`config.mk`:
```
export PLATFORM = sky130hd
export DESIGN_NAME = input_hysteresis_sampler
export DESIGN_NICKNAME = d
export VERILOG_FILES = /design/src/hyst_channel.v /design/src/input_hysteresis_sampler.v
export VERILOG_INCLUDE_DIRS = /design/src
export SDC_FILE = /design/constraint.sdc
export NUM_CORES = 1
export LEC_CHECK = 0
export ABC_AREA = 1
export BUFFER_PORTS_ARGS = -buffer_cell sky130_fd_sc_hd__buf_4
export CORE_ASPECT_RATIO = 0.8
export CORE_MARGIN = 2
export CORE_UTILIZATION = 45
export CTS_BUF_LIST = sky130_fd_sc_hd__clkbuf_8
export DETAILED_ROUTE_END_ITERATION = 8
export HOLD_SLACK_MARGIN = 0.1
export PLACE_DENSITY = 0.71
export SYNTH_ARGS = -nofsm -noshare
export SYNTH_HDL_FRONTEND = slang
export SYNTH_SLANG_ARGS = --single-unit
```
`constraint.sdc`:
```
create_clock -name core_clk_i -period 7.5 [get_ports core_clk_i]
set_input_delay 0.75 -clock core_clk_i [delete_from_list [all_inputs] [get_ports core_clk_i]]
set_output_delay 0.75 -clock core_clk_i [all_outputs]
set_load 0.02 [all_outputs]
```
`src/hyst_sampler_defs.vh`:
```
/*
 defines for the input hysteresis sampler: register offsets, field positions,
 reset values and timing counts. assumes a 125 MHz core clock.
*/
`ifndef HYST_SAMPLER_DEFS_VH
`define HYST_SAMPLER_DEFS_VH

`define CORE_CLK_HZ        125000000
`define ALT_RATE_HZ        2000
`define ALT_HALF_CYCLES    (`CORE_CLK_HZ / `ALT_RATE_HZ)
`define SETTLE_NS          2000
`define SETTLE_CYCLES      ((`SETTLE_NS * 125 + 999) / 1000)
`define PACE_DEF_CYCLES    32'h000004E2

`define NUM_IN             12
`define DAC_W              10
`define DAC_STEPS          1024

`define OFF_CTRL           12'h000
`define OFF_LOW_THR        12'h004
`define OFF_HIGH_THR       12'h008
`define OFF_SINGLE_THR     12'h00C
`define OFF_DATA           12'h010
`define OFF_STATUS         12'h014
`define OFF_PACE           12'h018

`define CTRL_ENABLE_BIT    0
`define CTRL_HYST_BIT      1
`define CTRL_BUFFERED_BIT  2

`define LOW_THR_RESET      10'h100
`define HIGH_THR_RESET     10'h2FF
`define SINGLE_THR_RESET   10'h000

`define DATA_IN_LSB        0
`define DATA_IN_MSB        11
`define DATA_OUT_LSB       12
`define DATA_OUT_MSB       23

`endif

```
`src/hyst_channel.v`:
```
/*
 one input channel's hysteresis combination of a low-level and a high-level read.
 assumes strobes are one-cycle pulses from the sampler's sequencer.
*/
`timescale 1ns/1ps
module hyst_channel (
   input  wire core_clk_i,
   input  wire rst_n_i,
   input  wire hyst_en_i,
   input  wire cmp_i,
   input  wire low_strobe_i,
   input  wire high_strobe_i,
   output reg  level_o
);
   reg low_read_q;

   always @(posedge core_clk_i) begin
      if (!rst_n_i) begin
         low_read_q <= 1'b0;
         level_o    <= 1'b0;
      end else if (!hyst_en_i) begin
         if (low_strobe_i)
            level_o <= cmp_i;
      end else begin
         if (low_strobe_i)
            low_read_q <= cmp_i;
         if (high_strobe_i) begin
            // mixed reads keep the old value, so a dip shorter than a low slot is ignored
            if (low_read_q == cmp_i)
               level_o <= cmp_i;
         end
      end
   end
endmodule // hyst_channel

```
`src/input_hysteresis_sampler.v`:
```
/*
 input hysteresis sampler: apb register slave, threshold dac sequencer,
 twelve channel combiners and sample pacing.
 assumes comparator outputs are synchronous to core_clk_i and the dac
 settles within the settle time after its code changes.
*/
// Local design decisions: the placing of the registers and the APB register port.
`timescale 1ns/1ps
`include "hyst_sampler_defs.vh"

// Behaviour
// - ground reference code spans 1024 steps
// - hysteresis off: one level, direct read
// - hysteresis on: alternate low and high levels
// - alternation at 2 kHz
// - sample comparators after each level switch
// - both reads equal give that value
// - low one, high zero holds output
// - high stays one unless low dip
// - reset thresholds 25 and 75 percent
// - two separate 10-bit threshold values
// - buffered mode paced by onboard clock
// - inputs bits 11:0, outputs bits 23:12
// - twelve independent input channels
module input_hysteresis_sampler (
   input  wire        core_clk_i,
   input  wire        rst_n_i,
   input  wire        psel_i,
   input  wire        penable_i,
   input  wire        pwrite_i,
   input  wire [11:0] paddr_i,
   input  wire [31:0] pwdata_i,
   output reg  [31:0] prdata_o,
   output reg         pready_o,
   output reg         pslverr_o,
   input  wire [11:0] cmp_i,
   output reg  [9:0]  dac_code_o,
   output reg         at_high_level_o,
   output reg  [11:0] output_channel_bits_o,
   output reg  [11:0] sample_word_o,
   output reg         sample_valid_o
);
   localparam ST_LOW_SETTLE  = 4'b0001;
   localparam ST_LOW_HOLD    = 4'b0010;
   localparam ST_HIGH_SETTLE = 4'b0100;
   localparam ST_HIGH_HOLD   = 4'b1000;

   reg  [3:0]  state_q;
   reg  [3:0]  state_d;
   reg  [17:0] tick_q;
   reg         ctrl_en_q;
   reg         ctrl_hyst_q;
   reg         ctrl_buf_q;
   reg  [9:0]  low_thr_code_q;
   reg  [9:0]  high_thr_code_q;
   reg  [9:0]  single_thr_code_q;
   reg  [31:0] pace_q;
   reg  [31:0] pace_cnt_q;
   reg         overrun_q;
   wire [11:0] input_channel_bits;
   wire        low_strobe;
   wire        high_strobe;
   wire        setup;
   wire        access;
   wire        wr_en;
   wire        rd_en;
   wire        pace_hit;
   reg  [31:0] rd_data;
   reg         addr_ok;

   function is_mapped;
      input [11:0] a;
      begin
         is_mapped = (a == `OFF_CTRL) || (a == `OFF_LOW_THR) || (a == `OFF_HIGH_THR) ||
                     (a == `OFF_SINGLE_THR) || (a == `OFF_DATA) || (a == `OFF_STATUS) ||
                     (a == `OFF_PACE);
      end
   endfunction

   // apb: one wait state, answer in the second access cycle
   assign setup  = psel_i && !penable_i;
   assign access = psel_i && penable_i && pready_o;
   assign wr_en  = access && pwrite_i && is_mapped(paddr_i);
   assign rd_en  = access && !pwrite_i && (paddr_i == `OFF_DATA);

   always @* begin
      rd_data = 32'h00000000;
      addr_ok = is_mapped(paddr_i);
      case (paddr_i)
         `OFF_CTRL: begin
            rd_data[`CTRL_ENABLE_BIT]   = ctrl_en_q;
            rd_data[`CTRL_HYST_BIT]     = ctrl_hyst_q;
            rd_data[`CTRL_BUFFERED_BIT] = ctrl_buf_q;
         end
         `OFF_LOW_THR:    rd_data[9:0] = low_thr_code_q;
         `OFF_HIGH_THR:   rd_data[9:0] = high_thr_code_q;
         `OFF_SINGLE_THR: rd_data[9:0] = single_thr_code_q;
         `OFF_DATA: begin
            rd_data[`DATA_IN_MSB:`DATA_IN_LSB]   = input_channel_bits;
            rd_data[`DATA_OUT_MSB:`DATA_OUT_LSB] = output_channel_bits_o;
         end
         `OFF_STATUS: begin
            rd_data[0] = at_high_level_o;
            rd_data[1] = overrun_q;
         end
         `OFF_PACE:       rd_data = pace_q;
         default:         rd_data = 32'h00000000;
      endcase
   end

   always @(posedge core_clk_i) begin
      if (!rst_n_i) begin
         pready_o  <= 1'b0;
         pslverr_o <= 1'b0;
         prdata_o  <= 32'h00000000;
      end else begin
         pready_o  <= psel_i && penable_i && !pready_o;
         pslverr_o <= psel_i && penable_i && !pready_o && !addr_ok;
         if (psel_i && penable_i && !pready_o)
            prdata_o <= rd_data;
         else if (!psel_i)
            prdata_o <= 32'h00000000;
      end
   end

   always @(posedge core_clk_i) begin
      if (!rst_n_i) begin
         ctrl_en_q             <= 1'b0;
         ctrl_hyst_q           <= 1'b0;
         ctrl_buf_q            <= 1'b0;
         low_thr_code_q        <= `LOW_THR_RESET;
         high_thr_code_q       <= `HIGH_THR_RESET;
         single_thr_code_q     <= `SINGLE_THR_RESET;
         pace_q                <= `PACE_DEF_CYCLES;
         output_channel_bits_o <= 12'h000;
      end else if (wr_en) begin
         case (paddr_i)
            `OFF_CTRL: begin
               ctrl_en_q   <= pwdata_i[`CTRL_ENABLE_BIT];
               ctrl_hyst_q <= pwdata_i[`CTRL_HYST_BIT];
               ctrl_buf_q  <= pwdata_i[`CTRL_BUFFERED_BIT];
            end
            `OFF_LOW_THR:    low_thr_code_q    <= pwdata_i[9:0];
            `OFF_HIGH_THR:   high_thr_code_q   <= pwdata_i[9:0];
            `OFF_SINGLE_THR: single_thr_code_q <= pwdata_i[9:0];
            // bits 31:24 are ignored on purpose
            `OFF_DATA:       output_channel_bits_o <= pwdata_i[`DATA_OUT_MSB:`DATA_OUT_LSB];
            `OFF_PACE:       pace_q <= (pwdata_i == 32'h00000000) ? 32'h00000001 : pwdata_i;
            default:         pace_q <= pace_q;
         endcase
      end
   end

   // each level slot lasts one full 2 kHz period (62500 cycles); a read is taken once the dac settles
   assign low_strobe  = (state_q == ST_LOW_SETTLE) && (tick_q == (`SETTLE_CYCLES - 1));
   assign high_strobe = (state_q == ST_HIGH_SETTLE) && (tick_q == (`SETTLE_CYCLES - 1));

   always @* begin
      state_d = state_q;
      case (state_q)
         ST_LOW_SETTLE:  if (low_strobe) state_d = ST_LOW_HOLD;
         ST_LOW_HOLD:    if (tick_q == (`ALT_HALF_CYCLES - 1) && ctrl_hyst_q)
                            state_d = ST_HIGH_SETTLE;
                         else if (tick_q == (`ALT_HALF_CYCLES - 1))
                            state_d = ST_LOW_SETTLE;
         ST_HIGH_SETTLE: if (high_strobe) state_d = ST_HIGH_HOLD;
         ST_HIGH_HOLD:   if (tick_q == (`ALT_HALF_CYCLES - 1) || !ctrl_hyst_q)
                            state_d = ST_LOW_SETTLE;
         default:        state_d = ST_LOW_SETTLE;
      endcase
   end

   always @(posedge core_clk_i) begin
      if (!rst_n_i) begin
         state_q         <= ST_LOW_SETTLE;
         tick_q          <= 18'h00000;
         dac_code_o      <= `SINGLE_THR_RESET;
         at_high_level_o <= 1'b0;
      end else begin
         state_q <= state_d;
         if (state_d != state_q && (state_d == ST_LOW_SETTLE || state_d == ST_HIGH_SETTLE))
            tick_q <= 18'h00000;
         else if (tick_q != (`ALT_HALF_CYCLES - 1))
            tick_q <= tick_q + 18'h00001;
         else
            tick_q <= 18'h00000;
         if (!ctrl_hyst_q)
            dac_code_o <= single_thr_code_q;
         else if (state_d == ST_HIGH_SETTLE || state_d == ST_HIGH_HOLD)
            dac_code_o <= high_thr_code_q;
         else
            dac_code_o <= low_thr_code_q;
         at_high_level_o <= ctrl_hyst_q && (state_d == ST_HIGH_SETTLE || state_d == ST_HIGH_HOLD);
      end
   end

   genvar g;
   generate
      for (g = 0; g < `NUM_IN; g = g + 1) begin : g_chan
         hyst_channel u_chan (
            .core_clk_i    (core_clk_i),
            .rst_n_i       (rst_n_i),
            .hyst_en_i     (ctrl_hyst_q),
            .cmp_i         (cmp_i[g]),
            .low_strobe_i  (low_strobe),
            .high_strobe_i (high_strobe),
            .level_o       (input_channel_bits[g])
         );
      end
   endgenerate

   assign pace_hit = (pace_cnt_q >= pace_q - 32'h00000001);

   // buffered words are paced locally; simple mode takes one word per host data read
   always @(posedge core_clk_i) begin
      if (!rst_n_i) begin
         pace_cnt_q     <= 32'h00000000;
         sample_word_o  <= 12'h000;
         sample_valid_o <= 1'b0;
         overrun_q      <= 1'b0;
      end else begin
         sample_valid_o <= 1'b0;
         if (!ctrl_en_q) begin
            pace_cnt_q <= 32'h00000000;
         end else if (ctrl_buf_q) begin
            if (pace_hit) begin
               pace_cnt_q     <= 32'h00000000;
               sample_word_o  <= input_channel_bits;
               sample_valid_o <= 1'b1;
            end else begin
               pace_cnt_q <= pace_cnt_q + 32'h00000001;
            end
         end else if (rd_en) begin
            sample_word_o  <= input_channel_bits;
            sample_valid_o <= 1'b1;
         end
         // a status read clears overrun, but a new rate change in that cycle wins
         if (wr_en && paddr_i == `OFF_PACE && ctrl_buf_q)
            overrun_q <= 1'b1;
         else if (access && !pwrite_i && paddr_i == `OFF_STATUS)
            overrun_q <= 1'b0;
      end
   end
endmodule // input_hysteresis_sampler

```
==> results of run 1 <==
cell families after synthesis:
| group | after synthesis | synth area share (%) |
|---|---|---|
| AND/OR/NAND/NOR | 665 | 28.6 |
| XOR/XNOR | 72 | 5.62 |
| adder cells (fa/ha/maj) | 36 | 4.02 |
| flip-flops | 214 | 38.2 |
| buffers and inverters | 257 | 9.34 |
| AO/OA/AOI/OAI | 291 | 14.2 |
cell usage after synthesis, types with 27 or more instances:
master / instances / area [um^2]
nand4_1: 28 / 175
inv_1: 190 / 713
nand2_1: 245 / 920
ha_1: 36 / 450
dfxtp_1: 214 / 4280
a21oi_1: 111 / 556
xor2_1: 49 / 429
nor2_1: 182 / 683
nor3_1: 29 / 145
o21ai_0: 111 / 556
clkbuf_1: 27 / 101
nand3_1: 94 / 470
cells in the final DEF, fill, tap and decap left out, types with 3 or more instances in the layout:
| cell | instances |
|---|---|
| dfxtp_1 | 214 |
| clkbuf_8 | 52 |
| a211oi_1 | 4 |
| o31ai_1 | 7 |
| inv_1 | 195 |
| o211ai_1 | 24 |
| nand4_1 | 28 |
| nor4_1 | 6 |
| xor2_1 | 49 |
| o22ai_1 | 14 |
| a21oi_1 | 111 |
| buf_4 | 134 |
| nor3_1 | 29 |
| nand2_2 | 14 |
| nor2_2 | 18 |
| clkinv_2 | 3 |
| nand4_2 | 3 |
| nand2_4 | 4 |
| xnor2_1 | 23 |
| inv_2 | 10 |
| nor3_2 | 7 |
| o21ai_1 | 9 |
| nor2_4 | 18 |
| nand2_1 | 245 |
| ha_1 | 36 |
| a22o_1 | 3 |
| nand3_1 | 94 |
| nor2_1 | 180 |
| o21ai_0 | 111 |
| nand3_2 | 5 |
stage by stage:
stage               instances  util [%]
floorplan                1535         -
global placement         1930      50.5
detailed placement       1930      50.5
CTS                      1994      53.8
global route             1994      53.8
finish                   1994      53.8
worst max-delay path by stage:
stage	cells after the start	end	slack, ns
floorplan	23	sample_word_o[10]$_SDFFE_PN0P_	4.55
global placement	7	prdata_o[6]$_SDFFE_PN0P_	4.07
detailed placement	19	sample_word_o[10]$_SDFFE_PN0P_	3.94
CTS	19	sample_word_o[10]$_SDFFE_PN0P_	3.93
global route	22	sample_word_o[0]$_SDFFE_PN0P_	3.33
finish	19	sample_word_o[10]$_SDFFE_PN0P_	3.86
critical path: stages, from the launching register on:
cell     delay (ns)
dfxtp_1        0.34
inv_1          0.11
ha_1           0.19
nand2_1        0.13
nor2_1         0.26
nand2_1        0.11
inv_1          0.08
nand4_1        0.14
nor3_1         0.31
xor2_1         0.12
ha_1           0.31
nand4_1        0.14
nor3_2         0.23
nand3_1        0.09
nand3_1        0.14
nand2_2        0.15
nand2_2        0.39
nand3_1        0.12
nand2_1        0.10
nor2_1         0.06
state kept, by name, indices dropped and copies added, names as in the netlist, 4 cells and up:
name and cells:
dac_code_o 10, g_chan.u_chan.level_o 12, g_chan.u_chan.low_read_q 12, high_thr_code_q 10
low_thr_code_q 10, output_channel_bits_o 12, pace_cnt_q 32, pace_q 32
prdata_o 32, sample_word_o 12, single_thr_code_q 10, state_q 4
tick_q 18
where the power goes:
part           leakage [nW]  switching (mW)  internal [mW]
sequential             1.72         0.00190           1.14
clock                 0.441           0.501          0.653
combinational          3.72          0.0525         0.0325
total                  5.88           0.555           1.82
per-layer routing:
layer | up-vias | share of wire, %
met5 | - | 0
met4 | 0 | 1.3
met3 | 41 | 8.3
met2 | 429 | 42
met1 | 4954 | 49
li1 | 5254 | -
area by class of cell:
cell class                 instances  area (um^2)  share of cell area, %
timing repair buffer             134         1010                   7.66
sequential                       214         4280                   32.6
tap                              318          398                   3.03
clock inverter                    12         92.6                  0.705
inverter                         200          751                   5.71
multi-input combinational       1064         5890                   44.8
clock buffer                      52          716                   5.45
==> impl_metrics.toml, run 1 <==
[clocking]
insertion_delay_ns = 0.54
cts.sinks = 214
cts_resized = 0
cts_setup_buffers = 0
path_clk_slew_ns = 0.06
cts_root_buf = "clkbuf_8"
htree_levels = 2
cts_tree = "built"
numCtsBuffers = 37
cts.path.max_buffers = 3
cts_hold_buf = 0

[detailed_routing]
drt-initial-drc-count = 1013
vias = 10700
routed_wl_um = 32400
dr.pass1.iters = 7
wl_per_cell_um = 16.2
antenna_left = 0
drc = 0
via_per_inst = 5.36

[pwr]
finalPower_mw = 2.38
p_per_area_mw_per_mm2 = 181
p_leak_nw = 5.88
ir_drop_v = 0.0000946

[place]
gp_congestion = 0.919
io_buffers = 130
dp_hpwl_um = 24000
dpl-instance-area_mm2 = 0.0123
pre_cts_ws_ns = 3.94

[cells_and_area]
drive_above_1_share_pct = 16.8
fill_cells = 2332
fin_nets = 1748
antenna_cells = 0
final_area_mm2 = 0.0131
syn_to_final_growth_pct = 17.2

[hold_path]
whs_endpoint = "single_thr_code_q[7]$_SDFFE_PN0P_"
worstHoldPathType = "primary input to flip-flop"
hp-start = "pwdata_i[7]"
worstHoldPathCells = 3

[critical_path]
worstPathArrival_ns = 4.07
rr_endpoint = "sample_word_o[10]$_SDFFE_PN0P_"
ff2ff_path_depth = 19
ff2ff_setup_slack_ns = 3.86
path_class = "flip-flop to flip-flop"
startpoint = "pace_q[0]$_SDFFE_PN0P_"
critPathRequiredTime_ns = 7.93
rr_startpoint = "pace_q[0]$_SDFFE_PN0P_"
end_kind = "flip-flop"
crit_path_start_kind = "flip-flop"
crit_fanout = 24

[timing]
grt_setup_unrepaired = "no"
max_slew_margin_pct = 19.9
finalSetupTns_ns = 0
skew_ns = 0.0144
timing.fmax_ghz = 0.275
finalMaxSlewViolations = 0
worst_pin_slew_ns = 1.20
setup_viol = 0
setup_slack_ns = 3.86
fin_crit_sh_pct = 48.6
layout_min_cycle_time_ns = 3.64
hold_slack_ns = 0.452
hold_viol = 0

[synth]
synth-async-reset-ratio_pct = 0
synth_seq_cells = 214
synth_ff_type = "dfxtp_1"
syn_inst = 1535
synth.distinct_cells = 51
synth_area_mm2 = 0.0112
syn_avg_cell_area_um2 = 7.31
synth_edf_count = 0
syn_nets = 1632
ys_warn_count = 0
ys_seq_area_share_pct = 38.2

[global_route]
met1_usage_pct = 36.7
grtUsageMet2_pct = 34.9
grt_max_degree = 88
antenna_found_initial = 0
grt.busiest_layer = "met1"
grt_util_met3_pct = 5.02
grt_pass1_vias = 9742
grt_use_total_pct = 24.1
grt.overflow.total = 0
grt_pass1_wl_um = 51800

[floorplan]
ioPinCount = 131
fp.dieW_um = 180
core-area_mm2 = 0.0244
die_area_mm2 = 0.0262
start_util_pct = 45.9
die_h_um = 145
rows = 51

[job]
cap_violations = 0

[status]
status = "finished clean"
Power figures use the tool's default switching activity.
==> run 2: changes to the inputs <==
clock period = 3.4 ns   (was 7.5 ns; I/O delays follow)
==> impl_metrics.toml, run 2 (synthesized netlist as in run 1, its figures left out) <==
[clocking]
htree_levels = 2
path_clk_slew_ns = 0.06
cts_tree = "built"
cts_root_buf = "clkbuf_8"
numCtsBuffers = 37
insertion_delay_ns = 0.56
cts.sinks = 214
cts.path.max_buffers = 3

[pwr]
p_per_area_mw_per_mm2 = 367
p_leak_nw = 6.22
power_frac_seq_pct = 49.2
ir_drop_v = 0.000237
p_comb_share_pct = 4.6
internal_power_mw = 3.88
clkPwrFrac_pct = 46.2
p_sw_mw = 1.23
swShare_pct = 24.1

[global_route]
grt_use_total_pct = 25.0
grt_pass1_wl_um = 53800
grt_pass1_vias = 10300
grt.overflow.total = 0
antenna_found_initial = 1
grt_max_degree = 71

[critical_path]
end_kind = "flip-flop"
critPathRequiredTime_ns = 3.85
crit_path_start_kind = "flip-flop"
path_class = "flip-flop to flip-flop"
crit_fanout = 6
worstPathArrival_ns = 3.83

[place]
dp_hpwl_um = 24500
dpl-instance-area_mm2 = 0.0125
io_buffers = 130
gp_congestion = 0.904

[detailed_routing]
routed_wl_um = 34100
wl_per_cell_um = 16.5
vias = 11200
antenna_left = 0
dr.pass1.iters = 6
drt-initial-drc-count = 1055
drc = 0
via_per_inst = 5.44

[floorplan]
ioPinCount = 131
die_area_mm2 = 0.0262
fp.dieW_um = 180
core-area_mm2 = 0.0244
die_h_um = 145
rows = 51
start_util_pct = 45.9

[cells_and_area]
multi_input_area_mm2 = 0.00603
final_area_mm2 = 0.0139
fin_nets = 1817
syn_to_final_growth_pct = 24.0
final_cell_mix = "nand2_1 (243), dfxtp_1 (212), inv_1 (197), nor2_1 (175), buf_4 (152)"
reg_top3 = "pace_cnt_q (32), pace_q (32), prdata_o (32)"
seq_area_mm2 = 0.00429
fill_cells = 2287
final_common_cell = "nand2_1"
drive_above_1_share_pct = 18.6

[status]
status = "finished clean"

[timing]
setup_viol = 0
finalMaxSlewViolations = 0
finalSetupTns_ns = 0
skew_ns = 0.0241
layout_min_cycle_time_ns = 3.39
max_slew_margin_pct = 46.7
timing.fmax_ghz = 0.295
fin_crit_sh_pct = 99.6
hold_viol = 0
worst_pin_slew_ns = 0.799
grt_setup_unrepaired = "yes"

[job]
cap_violations = 0

[hold_path]
worstHoldPathType = "primary input to flip-flop"
-- run 2: cell types whose count changed in the layout (fill, tap and decap cells not counted), moves of 3 or more --
cell	change
a211oi_1	-4
a211oi_2	+4
a21oi_1	-5
a21oi_2	+5
buf_4	+18
clkbuf_8	-8
dlygate4sd3_1	+46
inv_2	+4
nor2_1	-5
nor2_2	+3
-- run 2: final timing paths --
| kind | from | to | slack (ns) | depth (start not counted) |
|---|---|---|---|---|
| worst max-delay path | pace_q[1]$_SDFFE_PN1P_ | sample_word_o[6]$_SDFFE_PN0P_ | 0.01 | 21 |
| worst min-delay path | rst_n_i | sample_word_o[2]$_SDFFE_PN0P_ | 0.23 | 3 |
| worst max register to register | pace_q[1]$_SDFFE_PN1P_ | sample_word_o[6]$_SDFFE_PN0P_ | 0.01 | 21 |
| worst min register to register | prdata_o[3]$_SDFFE_PN0P_ | prdata_o[3]$_SDFFE_PN0P_ | 0.46 | 2 |
-- run 2: what timing repair did --
item	in CTS	in global routing
setup endpoints to repair	0	44
gates resized for setup	0	37
hold buffers	46	0
setup buffers	0	7
hold endpoints to repair	69	0
-- run 2: power groups by stage --
| stage | Combinational (mW) | Clock (mW) | Sequential (mW) |
|---|---|---|---|
| 2_1_floorplan | 0.0874 | 0 | 2.57 |
| 3_3_place_gp | 0.185 | 0 | 2.57 |
| 3_5_place_dp | 0.186 | 0 | 2.57 |
| 4_1_cts | 0.229 | 2.39 | 2.52 |
| 5_1_grt | 0.252 | 2.51 | 2.51 |
| 6_report | 0.234 | 2.36 | 2.51 |
-- run 2: area by class of cell --
cell class                      instances  area share [%]
Multi-Input combinational cell       1064            43.4
Tap cell                              318            2.86
Clock buffer                           44            4.36
Sequential cell                       214            30.9
Inverter                              200            5.40
Timing Repair Buffer                  203            12.3
Clock inverter                         17           0.846
Antenna cell                            1          0.0180
-- run 2: per-stage QoR --
| stage | total power [mW] | setup slack [ns] | utilization (%) | std cells | hold slack [ns] |
|---|---|---|---|---|---|
| after floorplan | 2.66 | 0.454 | - | 1535 | 0.433 |
| after global placement | 2.76 | 0.209 | 51.0 | 1943 | 0.443 |
| after detailed placement | 2.76 | 0.0296 | 51.0 | 1943 | 0.448 |
| after CTS | 5.14 | 0.00411 | 55.8 | 2050 | 0.203 |
| after global routing | 5.27 | -0.168 | 56.9 | 2061 | 0.259 |
| final | 5.11 | 0.0144 | 56.9 | 2061 | 0.229 |
-- run 2: layer usage --
metal  part of all wire, %  vias up  track usage, %
met1                    46     5302            37.0
li1                      -     5397               -
met3                   9.3       59            5.25
met4                   1.8        0            6.49
met2                    43      461            36.5
met5                     0        -               0
-- run 2: worst max-delay path: stages (launching register included) --
cell       delay, ns
dfxtp_2         0.34
nor2_4          0.12
nand4_4         0.13
nor2_4          0.16
nand2_2         0.09
nor2_4          0.17
nand3_4         0.11
nor3_4          0.23
nand2_2         0.09
nor2_2          0.12
xor2_1          0.18
ha_1            0.29
a21oi_2         0.13
o21a_1          0.12
nand2_1         0.06
a21oi_2         0.14
nand3_2         0.13
nand2_4         0.15
nand2_8         0.09
clkbuf_16       0.18
a21oi_1         0.15
nor2_1          0.08
